[src/ppt_params.svh]
`ifndef PPT_PARAMS_SVH
`define PPT_PARAMS_SVH

// Register indices; byte address is four times the index
`define PPT_IDX_HPEN   10'h09E
`define PPT_IDX_HPDIR  10'h0A0
`define PPT_IDX_PPEN   10'h0A2
`define PPT_IDX_PPDIR  10'h0A4
`define PPT_IDX_VREG   10'h0A6
`define PPT_IDX_BITLEN 10'h0A8
`define PPT_IDX_DCA    10'h0D0
`define PPT_IDX_DCB    10'h0D2
`define PPT_IDX_DRIFT  10'h0DE
`define PPT_IDX_MODE   10'h0E0
`define PPT_IDX_ISTAT  10'h0E2
`define PPT_IDX_ICLR   10'h0E4
`define PPT_IDX_IEN    10'h0E6

// Field widths and positions
`define PPT_PHY_W      4
`define PPT_BITLEN_W   7
`define PPT_VREG_W     2
`define PPT_VREG_PO    0
`define PPT_VREG_LV    1
`define PPT_MODE_CFG   0
`define PPT_IRQ_W      2
`define PPT_IRQ_REJ    0
`define PPT_IRQ_RUN    1

// Reset values
`define PPT_RST_HPEN   16'h0000
`define PPT_RST_HPDIR  16'h0000
`define PPT_RST_PHY    4'h0
`define PPT_RST_PARAM  16'h0000
`define PPT_RST_BITLEN 7'h00
`define PPT_RST_CFG    1'b1
`define PPT_RST_IRQ    2'h0

`endif

[src/ppt_pkg.sv]
package ppt_pkg;

    // AHB-Lite address phase signals
    typedef struct packed {
        logic        hsel;
        logic [11:0] haddr;
        logic [1:0]  htrans;
        logic        hwrite;
        logic [2:0]  hsize;
    } ppt_ahb_req_t;

    // Pull controls for the host interface pin groups
    typedef struct packed {
        logic [15:0] up;
        logic [15:0] down;
    } ppt_host_pull_t;

    // Pull controls for the physical layer pins
    typedef struct packed {
        logic [3:0] up;
        logic [3:0] down;
    } ppt_phy_pull_t;

endpackage : ppt_pkg

[src/ppt_regs.sv]
// The AHB-Lite interface to the registers was decided locally.
`include "ppt_params.svh"

// What this block does
// - Host direction bit: one pull-up, zero pull-down
// - Host direction register resets to zero
// - Phy enable bits 3..0 gate pulls, reset zero
// - Phy direction bits 3..0 choose pull, reset zero
// - Status bit 1 low-voltage, bit 0 power-on
// - Regulator flags never raise the interrupt
// - Reading status returns it, then clears it
// - Flags set again on each new event
// - Regulator event resets all, flags kept
// - Bit length holds seven bits of microticks
// - Bit length written only in configuration
// - Channel A delay: 16 bits, config-only, 0..127
// - Channel B delay: 16 bits, config-only, 0..127
// - Drift damping: config-only, host keeps 1..15
// - Reset enters configuration; clearing bit leaves
module ppt_regs (
    input  wire logic                    clock_in,
    input  wire logic                    rst_b_in,
    input  wire logic                    clk_en_in,
    input  wire ppt_pkg::ppt_ahb_req_t   ahb_req_in,
    input  wire logic                    hready_in,
    input  wire logic [31:0]             hwdata_in,
    output logic      [31:0]             hrdata_out,
    output logic                         hreadyout_out,
    output logic                         hresp_out,
    input  wire logic                    low_volt_event_in,
    input  wire logic                    power_on_event_in,
    output ppt_pkg::ppt_host_pull_t      host_pull_out,
    output ppt_pkg::ppt_phy_pull_t       phy_pull_out,
    output logic [`PPT_BITLEN_W-1:0]     bit_length_ticks_out,
    output logic [15:0]                  delay_comp_chan_a_out,
    output logic [15:0]                  delay_comp_chan_b_out,
    output logic [15:0]                  drift_damping_out,
    output logic                         config_state_out,
    output logic                         irq_out
);

    // Register storage
    logic [15:0]               host_pin_pull_enable;
    logic [15:0]               host_pin_pull_direction;
    logic [`PPT_PHY_W-1:0]     phy_pin_pull_enable;
    logic [`PPT_PHY_W-1:0]     phy_pin_pull_direction;
    logic [`PPT_VREG_W-1:0]    regulator_reset_status;
    logic [`PPT_BITLEN_W-1:0]  bit_length_ticks;
    logic [15:0]               delay_comp_chan_a;
    logic [15:0]               delay_comp_chan_b;
    logic [15:0]               drift_damping;
    logic                      config_state;
    logic [`PPT_IRQ_W-1:0]     irq_status;
    logic [`PPT_IRQ_W-1:0]     irq_enable;

    // Regulator event synchronisers
    logic [`PPT_VREG_W-1:0]    vreg_raw;
    logic [`PPT_VREG_W-1:0]    vreg_s1;
    logic [`PPT_VREG_W-1:0]    vreg_s2;
    logic [`PPT_VREG_W-1:0]    vreg_s3;
    logic [`PPT_VREG_W-1:0]    vreg_level;
    logic                      reg_hold;
    logic                      soft_rst;

    // Bus pipeline
    logic                      addr_valid;
    logic                      addr_rd;
    logic [9:0]                addr_idx;
    logic                      dp_valid;
    logic                      dp_wr;
    logic [9:0]                dp_idx;
    logic                      wait_q;
    logic                      stall;
    logic                      wr_en;
    logic [15:0]               wdata;
    logic [15:0]               rd_mux;
    logic                      rd_vreg;
    logic                      cfg_wr;
    logic                      cfg_reject;
    logic                      run_event;
    logic [`PPT_IRQ_W-1:0]     irq_events;
    logic [`PPT_IRQ_W-1:0]     irq_clear;

    assign vreg_raw[`PPT_VREG_PO] = power_on_event_in;
    assign vreg_raw[`PPT_VREG_LV] = low_volt_event_in;

    // Three-stage sync per regulator input, accepted when stages agree
    for (genvar i = 0; i < `PPT_VREG_W; i++) begin : g_vsync
        always_ff @(posedge clock_in) begin
            if (!rst_b_in) begin
                vreg_s1[i]    <= 1'b0;
                vreg_s2[i]    <= 1'b0;
                vreg_s3[i]    <= 1'b0;
                vreg_level[i] <= 1'b0;
            end else if (clk_en_in) begin
                vreg_s1[i] <= vreg_raw[i];
                vreg_s2[i] <= vreg_s1[i];
                vreg_s3[i] <= vreg_s2[i];
                if (vreg_s2[i] == vreg_s3[i]) begin
                    vreg_level[i] <= vreg_s3[i];
                end
            end
        end
    end

    // Regulator event acts as soft reset, status flags kept
    assign reg_hold = |vreg_level;
    assign soft_rst = !rst_b_in || reg_hold;

    // Address phase decode; only the word index matters
    assign addr_valid = ahb_req_in.hsel && ahb_req_in.htrans[1] && hready_in;
    assign addr_rd    = addr_valid && !ahb_req_in.hwrite;
    assign addr_idx   = ahb_req_in.haddr[11:2];

    // One wait state when a read follows a write directly
    assign stall         = dp_valid && dp_wr && addr_rd && !wait_q;
    assign hreadyout_out = !stall;
    assign hresp_out     = 1'b0;

    // Data phase tracking
    always_ff @(posedge clock_in) begin
        if (!rst_b_in) begin
            dp_valid <= 1'b0;
            dp_wr    <= 1'b0;
            dp_idx   <= 10'h000;
            wait_q   <= 1'b0;
        end else if (clk_en_in) begin
            wait_q <= stall;
            if (hready_in && !stall) begin
                dp_valid <= addr_valid;
                dp_wr    <= ahb_req_in.hwrite;
                dp_idx   <= addr_idx;
            end
        end
    end

    assign wr_en = dp_valid && dp_wr && !reg_hold;
    assign wdata = hwdata_in[15:0];

    assign cfg_wr = wr_en && (dp_idx == `PPT_IDX_BITLEN || dp_idx == `PPT_IDX_DCA
                    || dp_idx == `PPT_IDX_DCB || dp_idx == `PPT_IDX_DRIFT);
    assign cfg_reject = cfg_wr && !config_state;

    // Pin pull registers
    always_ff @(posedge clock_in) begin
        if (soft_rst) begin
            host_pin_pull_enable    <= `PPT_RST_HPEN;
            host_pin_pull_direction <= `PPT_RST_HPDIR;
            phy_pin_pull_enable     <= `PPT_RST_PHY;
            phy_pin_pull_direction  <= `PPT_RST_PHY;
        end else if (clk_en_in && wr_en) begin
            if (dp_idx == `PPT_IDX_HPEN) begin
                host_pin_pull_enable <= wdata;
            end
            if (dp_idx == `PPT_IDX_HPDIR) begin
                host_pin_pull_direction <= wdata;
            end
            if (dp_idx == `PPT_IDX_PPEN) begin
                phy_pin_pull_enable <= wdata[`PPT_PHY_W-1:0];
            end
            if (dp_idx == `PPT_IDX_PPDIR) begin
                phy_pin_pull_direction <= wdata[`PPT_PHY_W-1:0];
            end
        end
    end

    // Timing parameters, writable only in configuration state
    always_ff @(posedge clock_in) begin
        if (soft_rst) begin
            bit_length_ticks  <= `PPT_RST_BITLEN;
            delay_comp_chan_a <= `PPT_RST_PARAM;
            delay_comp_chan_b <= `PPT_RST_PARAM;
            drift_damping     <= `PPT_RST_PARAM;
        end else if (clk_en_in && cfg_wr && config_state) begin
            if (dp_idx == `PPT_IDX_BITLEN) begin
                bit_length_ticks <= wdata[`PPT_BITLEN_W-1:0];
            end
            if (dp_idx == `PPT_IDX_DCA) begin
                delay_comp_chan_a <= wdata;
            end
            if (dp_idx == `PPT_IDX_DCB) begin
                delay_comp_chan_b <= wdata;
            end
            if (dp_idx == `PPT_IDX_DRIFT) begin
                drift_damping <= wdata;
            end
        end
    end

    always_ff @(posedge clock_in) begin
        if (soft_rst) begin
            config_state <= `PPT_RST_CFG;
        end else if (clk_en_in && wr_en && dp_idx == `PPT_IDX_MODE) begin
            config_state <= wdata[`PPT_MODE_CFG];
        end
    end

    assign run_event = wr_en && dp_idx == `PPT_IDX_MODE
                       && config_state && !wdata[`PPT_MODE_CFG];

    // Clear on read, taken in the address phase
    assign rd_vreg = addr_rd && !stall && addr_idx == `PPT_IDX_VREG;

    // Set wins over the read clear
    always_ff @(posedge clock_in) begin
        if (!rst_b_in) begin
            regulator_reset_status <= '0;
        end else if (clk_en_in) begin
            regulator_reset_status <= (rd_vreg ? '0 : regulator_reset_status)
                                      | vreg_level;
        end
    end

    // Interrupt sources and software clear
    assign irq_events[`PPT_IRQ_REJ] = cfg_reject;
    assign irq_events[`PPT_IRQ_RUN] = run_event;
    assign irq_clear = (wr_en && dp_idx == `PPT_IDX_ICLR)
                       ? wdata[`PPT_IRQ_W-1:0] : '0;

    // Sticky interrupt status, set beats clear
    always_ff @(posedge clock_in) begin
        if (soft_rst) begin
            irq_status <= `PPT_RST_IRQ;
        end else if (clk_en_in) begin
            irq_status <= (irq_status & ~irq_clear) | irq_events;
        end
    end

    // Interrupt enable register
    always_ff @(posedge clock_in) begin
        if (soft_rst) begin
            irq_enable <= `PPT_RST_IRQ;
        end else if (clk_en_in && wr_en && dp_idx == `PPT_IDX_IEN) begin
            irq_enable <= wdata[`PPT_IRQ_W-1:0];
        end
    end

    // Regulator flags kept out of the interrupt
    assign irq_out = |(irq_status & irq_enable);

    // Read mux, reserved and unmapped bits zero
    always_comb begin
        rd_mux = 16'h0000;
        unique case (addr_idx)
            `PPT_IDX_HPEN:   rd_mux = host_pin_pull_enable;
            `PPT_IDX_HPDIR:  rd_mux = host_pin_pull_direction;
            `PPT_IDX_PPEN:   rd_mux[`PPT_PHY_W-1:0] = phy_pin_pull_enable;
            `PPT_IDX_PPDIR:  rd_mux[`PPT_PHY_W-1:0] = phy_pin_pull_direction;
            `PPT_IDX_VREG:   rd_mux[`PPT_VREG_W-1:0] = regulator_reset_status;
            `PPT_IDX_BITLEN: rd_mux[`PPT_BITLEN_W-1:0] = bit_length_ticks;
            `PPT_IDX_DCA:    rd_mux = delay_comp_chan_a;
            `PPT_IDX_DCB:    rd_mux = delay_comp_chan_b;
            `PPT_IDX_DRIFT:  rd_mux = drift_damping;
            `PPT_IDX_MODE:   rd_mux[`PPT_MODE_CFG] = config_state;
            `PPT_IDX_ISTAT:  rd_mux[`PPT_IRQ_W-1:0] = irq_status;
            `PPT_IDX_IEN:    rd_mux[`PPT_IRQ_W-1:0] = irq_enable;
            default:         rd_mux = 16'h0000;
        endcase
    end

    // Read data captured at the address phase
    always_ff @(posedge clock_in) begin
        if (!rst_b_in) begin
            hrdata_out <= 32'h0000_0000;
        end else if (clk_en_in && addr_rd && !stall) begin
            hrdata_out <= {16'h0000, rd_mux};
        end
    end

    assign host_pull_out.up   = host_pin_pull_enable & host_pin_pull_direction;
    assign host_pull_out.down = host_pin_pull_enable & ~host_pin_pull_direction;
    assign phy_pull_out.up    = phy_pin_pull_enable & phy_pin_pull_direction;
    assign phy_pull_out.down  = phy_pin_pull_enable & ~phy_pin_pull_direction;

    // Parameter outputs
    assign bit_length_ticks_out  = bit_length_ticks;
    assign delay_comp_chan_a_out = delay_comp_chan_a;
    assign delay_comp_chan_b_out = delay_comp_chan_b;
    assign drift_damping_out     = drift_damping;
    assign config_state_out      = config_state;
endmodule : ppt_regs

[config.mk]
export PLATFORM = sky130hd
export DESIGN_NAME = ppt_regs
export DESIGN_NICKNAME = d
export VERILOG_FILES = /design/src/ppt_pkg.sv /design/src/ppt_regs.sv
export VERILOG_INCLUDE_DIRS = /design/src
export SDC_FILE = /design/constraint.sdc
export NUM_CORES = 1
export LEC_CHECK = 0
export BUFFER_PORTS_ARGS = -buffer_cell sky130_fd_sc_hd__buf_2
export CAP_MARGIN = 20
export CORE_ASPECT_RATIO = 2
export CORE_MARGIN = 3
export CORE_UTILIZATION = 52
export DETAILED_ROUTE_END_ITERATION = 12
export HOLD_SLACK_MARGIN = 0.1
export PLACE_DENSITY = 0.92
export SETUP_SLACK_MARGIN = 0.02
export SYNTH_ARGS = -nofsm -noshare
export SYNTH_HDL_FRONTEND = slang
export SYNTH_SLANG_ARGS = --single-unit
[constraint.sdc]
create_clock -name clock_in -period 2.4 [get_ports clock_in]
set_clock_uncertainty 0.15 [all_clocks]
set_input_delay 0.48 -clock clock_in [delete_from_list [all_inputs] [get_ports clock_in]]
set_output_delay 0.48 -clock clock_in [all_outputs]
set_load 0.1 [all_outputs]
* After elaboration in Yosys (flattened, before gate mapping) *
Cells that the tools add are included.

operators by class
  bitwise logic cells = 11
  muxes and demuxes = 7
  eq/ne operators = 25
  reduce and logical (&&, ||, !) cells = 47

operators by type and width
  operator                                              count
  equality test 10 x 8 -> 1 bit, second input constant  23
  case mux 9 bit (5 select lines)                       1
  bitwise AND 16 bit                                    2
  logical AND 1 bit                                     23
  AND reduction 2 bit                                   11
  case mux 3 bit (6 select lines)                       1
  inverter 16 bit                                       1
  case mux 2 bit (8 select lines)                       1
  case mux 1 bit (12 select lines)                      1
  case mux 1 bit (11 select lines)                      1
  bitwise AND 4 bit                                     2
  logical NOT 1 bit                                     7
  bitwise AND 2 bit                                     2
  logical OR 1 bit                                      4
  two-way mux 2 bit                                     2
  inverter 4 bit                                        1
  bitwise OR 2 bit                                      2
  OR reduction 2 bit                                    2
  equality test 1 bit                                   2
  inverter 2 bit                                        1

storage, ports and cells
  output and inout bits = 131
  flip-flop bits (word level) = 139
  word-level logic and storage cells = 115
  input port bits = 57

* Logic depth before layout (Yosys ltp) *
  depth after elaboration = 10
  mapped depth = 8
  mapped depth without buffers = 5

* Worst setup path after synthesis *
No wires, ideal clock.

  path type = reg-to-reg
  start = reg config_state (netlist: config_state_out)
  end = reg delay_comp_chan_b[6] (netlist: delay_comp_chan_b_out[6])
  required time = 2.122 ns
  library setup time = 0.128 ns
  stages on the path, launching flop included = 6
  period minus slack after synthesis = 2.355 ns
  path buffers = 1
  slack = 0.045 ns
  arrival time = 2.077 ns
  cell sequence = dfxtp_1 nand4_4 nor3_4 buf_6 mux2i_1 nor2_1

on the way
  longest elaborated chain between the ends = 2

ends and longest elaborated chain
  what                           line             text
  start: declaration             ppt_regs.sv:52   logic config_state;
  start signal: assignment       ppt_regs.sv:192  config_state <= `PPT_RST_CFG;
  start signal: assignment       ppt_regs.sv:194  config_state <= wdata[`PPT_MODE_CFG];
  logical AND 1 bit              ppt_regs.sv:174  end else if (clk_en_in && cfg_wr && config_state) begin
  AND reduction 2 bit (no line)  -
  end signal: assignment         ppt_regs.sv:172  delay_comp_chan_b <= `PPT_RST_PARAM;
  end signal: assignment         ppt_regs.sv:182  delay_comp_chan_b <= wdata;
  end: declaration               ppt_regs.sv:50   logic [15:0] delay_comp_chan_b;

No other way between the ends.
A chain may end at the register's enable or synchronous reset.

* Worst setup path after layout *
  start = reg vreg_level[1]
  end = reg delay_comp_chan_a[7] (netlist: delay_comp_chan_a_out[7])

on the way
  longest elaborated chain between the ends = 7
  elaborated cells between the ends (all ways) = 8
  those cells by class = reduce/logical (8)

ends and longest elaborated chain
  what                              line             text
  start: declaration                ppt_regs.sv:61   logic [`PPT_VREG_W-1:0] vreg_level;
  start signal: indexed assignment  ppt_regs.sv:100  vreg_level[i] <= vreg_s3[i];
  OR reduction 2 bit (*)            ppt_regs.sv:107  assign reg_hold = |vreg_level;
  logical NOT 1 bit                 ppt_regs.sv:137  assign wr_en = dp_valid && dp_wr && !reg_hold;
  logical AND 1 bit                 ppt_regs.sv:137
  logical AND 1 bit                 ppt_regs.sv:140  assign cfg_wr = wr_en && (dp_idx == `PPT_IDX_BITLEN || dp_idx == `PPT_IDX_DCA
  logical AND 1 bit (2 in series)   ppt_regs.sv:174
  AND reduction 2 bit (no line)     -
  end signal: assignment            ppt_regs.sv:171  delay_comp_chan_a <= `PPT_RST_PARAM;
  end signal: assignment            ppt_regs.sv:179  delay_comp_chan_a <= wdata;
  end: declaration                  ppt_regs.sv:49   logic [15:0] delay_comp_chan_a;

Mark *: on every way between the ends. The rest lies on a longest branch, timed or not.

==> impl_metrics.yaml <==
flow_run:
  cap_violations: 0
finish:
  drive_gt1_frac: 0.259
  regArea_um2: 2780
  fill_cells: 942
  num_antenna_cells: 0
  syn2layout_area_growth_pct: 23.1
  utilization: 0.662
  fin_nets: 985
  multi_input_area_um2: 3550
floorplan:
  die_h_um: 166
  rows: 57
  core_region_area_um2: 12300
  io_pins: 188
  initial_core_util: 0.538
  die_w_um: 85.9
  die_area_um2: 14200
power_and_ir_drop:
  ir_drop_v: 0.000595
  p_leak_uw: 0.00335
  switchingPower_uw: 1410
  p_clk_frac: 0.484
  switching_share: 0.266
  power_frac_seq: 0.441
  powerDensity_nw_per_um2: 648
  p_int_uw: 3890
  comb_power_share: 0.075
yosys:
  netlist.top_cell.by_area: "dfxtp_1"
  synth_cells: 776
  yosysSeqAreaShare: 0.419
  ys_ff_latch: 139
  yosysWarnings: 0
  syn_avg_cell_area_um2: 8.56
  post_synth_num_cell_types: 64
  syn_area_um2: 6640
  synth_top_area_frac: 0.419
  ys.flop_type: "dfxtp_1"
  async_flop_share: 0
  synth_edf_count: 0
  synth_area_leaders: "dfxtp_1, mux2i_1, nand2_1"
grt:
  overflow: 0
  grtUsageTotal: 0.308
  grt_pass1_wl_um: 34000
  grt_max_degree: 78
  antenna_found_initial: 0
  grt_pass1_vias: 6441
critical_path:
  crit_path_end_kind: "register"
  cp-startpoint: "vreg_level[1]"
  critPathArrivalTime_ns: 2.39
  slowest_stage: "or3_1"
  worst-path-max-fanout: 16
  crit_required_ns: 2.55
  worstReg2RegStart: "vreg_level[1]"
  crit_type: "register to register"
  crit_chain: "and4bb_2 > nand4_4 > or3_1 > nand2_1 > a21oi_1"
  r2r_cells: 5
  cp_slowest_stage_delay_ns: 0.69
  startpoint_type: "register"
  r2r_end: "delay_comp_chan_a_out[7]"
  reg2reg_slack_ns: 0.16
worst_hold_path:
  min_path_type: "input pin to register"
  whs_path_depth: 3
  holdPathEnd: "vreg_s1[0]"
  hp-start: "power_on_event_in"
detailed_routing:
  drtPass1Iterations: 6
  dr.first_iter.drc_count: 476
  postRouteAntennaNets: 0
  wl_um: 22100
  wl_per_cell_um: 20.4
  drc: 0
  num_vias: 6649
  vias_per_cell: 6.11
clocking:
  clkTransAtPathRegs_ns: 0.06
  cts_tree: "built"
  cts_max_path_buffers: 2
  clock-root-buffer: "clkbuf_16"
  htreeDepth: 4
  post-cts-setup-buffers: 0
  cts_resized: 0
  cts_buffers: 17
  cts_sinks: 139
  insertion_delay_ns: 0.43
  cts_hold_buf: 0
sta:
  min_period_over_period: 0.932
  fin_tns_setup_ns: 0
  timing.fmax_mhz: 447
  rsz0062_at_grt: "false"
  fin_crit_ns: 2.24
  hold_viol_final: 0
  tightestPinTransition_ns: 0.659
  finalSetupViolCount: 0
  slew_viol_final: 0
  slew_headroom: 0.560
placed_design:
  place_hpwl_um: 16100
  portBuffers: 148
  gp_congestion: 1.00
status:
  status: "completed"
[through the flow]
stage               hold slack (ns)  cell area (µm²)  power [µW]  cells  worst slack, ns
global route                  0.216             8170        5410   1088           0.0810
global placement              0.283             7600        2770   1056           0.0878
finish                        0.171             8170        5300   1088            0.163
detailed placement            0.289             7600        2780   1056           0.0597
CTS                           0.174             8170        5290   1088            0.184
floorplan                     0.293             6700        2680    792           0.0454
[registers in the layout, indices dropped and copies added, names as in the netlist, 4 cells and up]
name                     cells
delay_comp_chan_a_out       16
delay_comp_chan_b_out       16
drift_damping_out           16
host_pin_pull_direction     16
host_pin_pull_enable        16
hrdata_out                  16
dp_idx                      10
bit_length_ticks_out         7
phy_pin_pull_direction       4
phy_pin_pull_enable          4
[layer usage]
metal,vias to the layer above,part of all wire,track usage
li1,2996,-,-
met1,3094,0.32,0.304
met2,430,0.51,0.526
met3,129,0.078,0.0685
met4,0,0.091,0.264
met5,-,0,0
[critical path, delay by kind of cell, from the launching register on]
kind | cells | cell delay [ns]
AND/OR/NAND/NOR | 4 | 1.52
AO/OA/AOI/OAI | 1 | 0.07
flip-flops | 1 | 0.35
[Yosys cell counts, types with 2 or more instances]
cell and number:
nand2b_1 4, o32ai_1 3, o211ai_1 2, o21ai_1 2, nor4b_1 2, a21oi_1 67
o2bb2ai_1 2, nor3_4 2, nand2_1 122, nor2_1 61, buf_2 14, nor2_2 2
a211oi_1 3, or3b_1 2, buf_6 3, nor3b_1 4, mux2_2 14, buf_4 18
o21ai_0 48, a31oi_1 2, a22oi_1 14, a22o_1 2, nand3b_1 2, a21o_1 2
and4bb_2 3, and2_1 22, dfxtp_1 139, inv_1 4, mux2i_1 68, nor2b_1 46
a221oi_1 9, or3_1 3, and3_1 3, a21boi_0 3, nand4_1 6, and4b_1 3
nor4_1 4, a2111oi_0 2, nor3_1 4, clkbuf_1 29, nand3_1 8
[placed cells by master, fill, tap and decap left out, drive strengths merged, types with 4 or more instances in the layout]
master  count
nor3        7
mux2i      68
a22oi      14
nor2       63
inv         9
mux2       14
nor4        4
nand4       8
nor2b      46
nand2     122
a221oi      9
clkbuf     18
nand2b      4
nor3b       4
nand3       9
o21ai      50
dfxtp     139
and2       22
a21oi      67
buf       182
clkinv      5
conb       17
[worst max path at each step]
stage / to / slack (ns) / depth (start not counted)
3_5_place_dp: hrdata_out[2] / 0.06 / 6
3_3_place_gp: hrdata_out[2] / 0.09 / 6
2_1_floorplan: delay_comp_chan_b_out[6] / 0.05 / 5
4_1_cts: delay_comp_chan_a_out[7] / 0.18 / 5
5_1_grt: delay_comp_chan_a_out[7] / 0.08 / 5
6_report: delay_comp_chan_a_out[7] / 0.16 / 5
[kinds of logic (layout without fill, tap and decap cells)]
family	Yosys count	after routing	synth area share
AND/OR/NAND/NOR	316	316	0.247
AO/OA/AOI/OAI	169	169	0.152
flip-flops	139	139	0.419
multiplexers	82	82	0.126
buffers and inverters	69	218	0.0552
other	1	17	0.000565
[final cells by class]
class | instances | area share
multi-input cells | 584 | 0.435
flip-flops and latches | 139 | 0.340
repair buffers | 182 | 0.130
clock buffers | 18 | 0.0537
well taps | 147 | 0.0225
clock inverters | 14 | 0.0167
inverters | 4 | 0.00184
[power by group through the flow]
| stage | logic [µW] | registers, µW | clock network, µW |
|---|---|---|---|
| after global routing | 414 | 2340 | 2650 |
| after detailed placement | 388 | 2390 | 0 |
| after floorplan | 286 | 2400 | 0 |
| after global placement | 386 | 2390 | 0 |
| final | 397 | 2340 | 2560 |
| after CTS | 391 | 2340 | 2560 |
(Power assumes the default switching activity.)
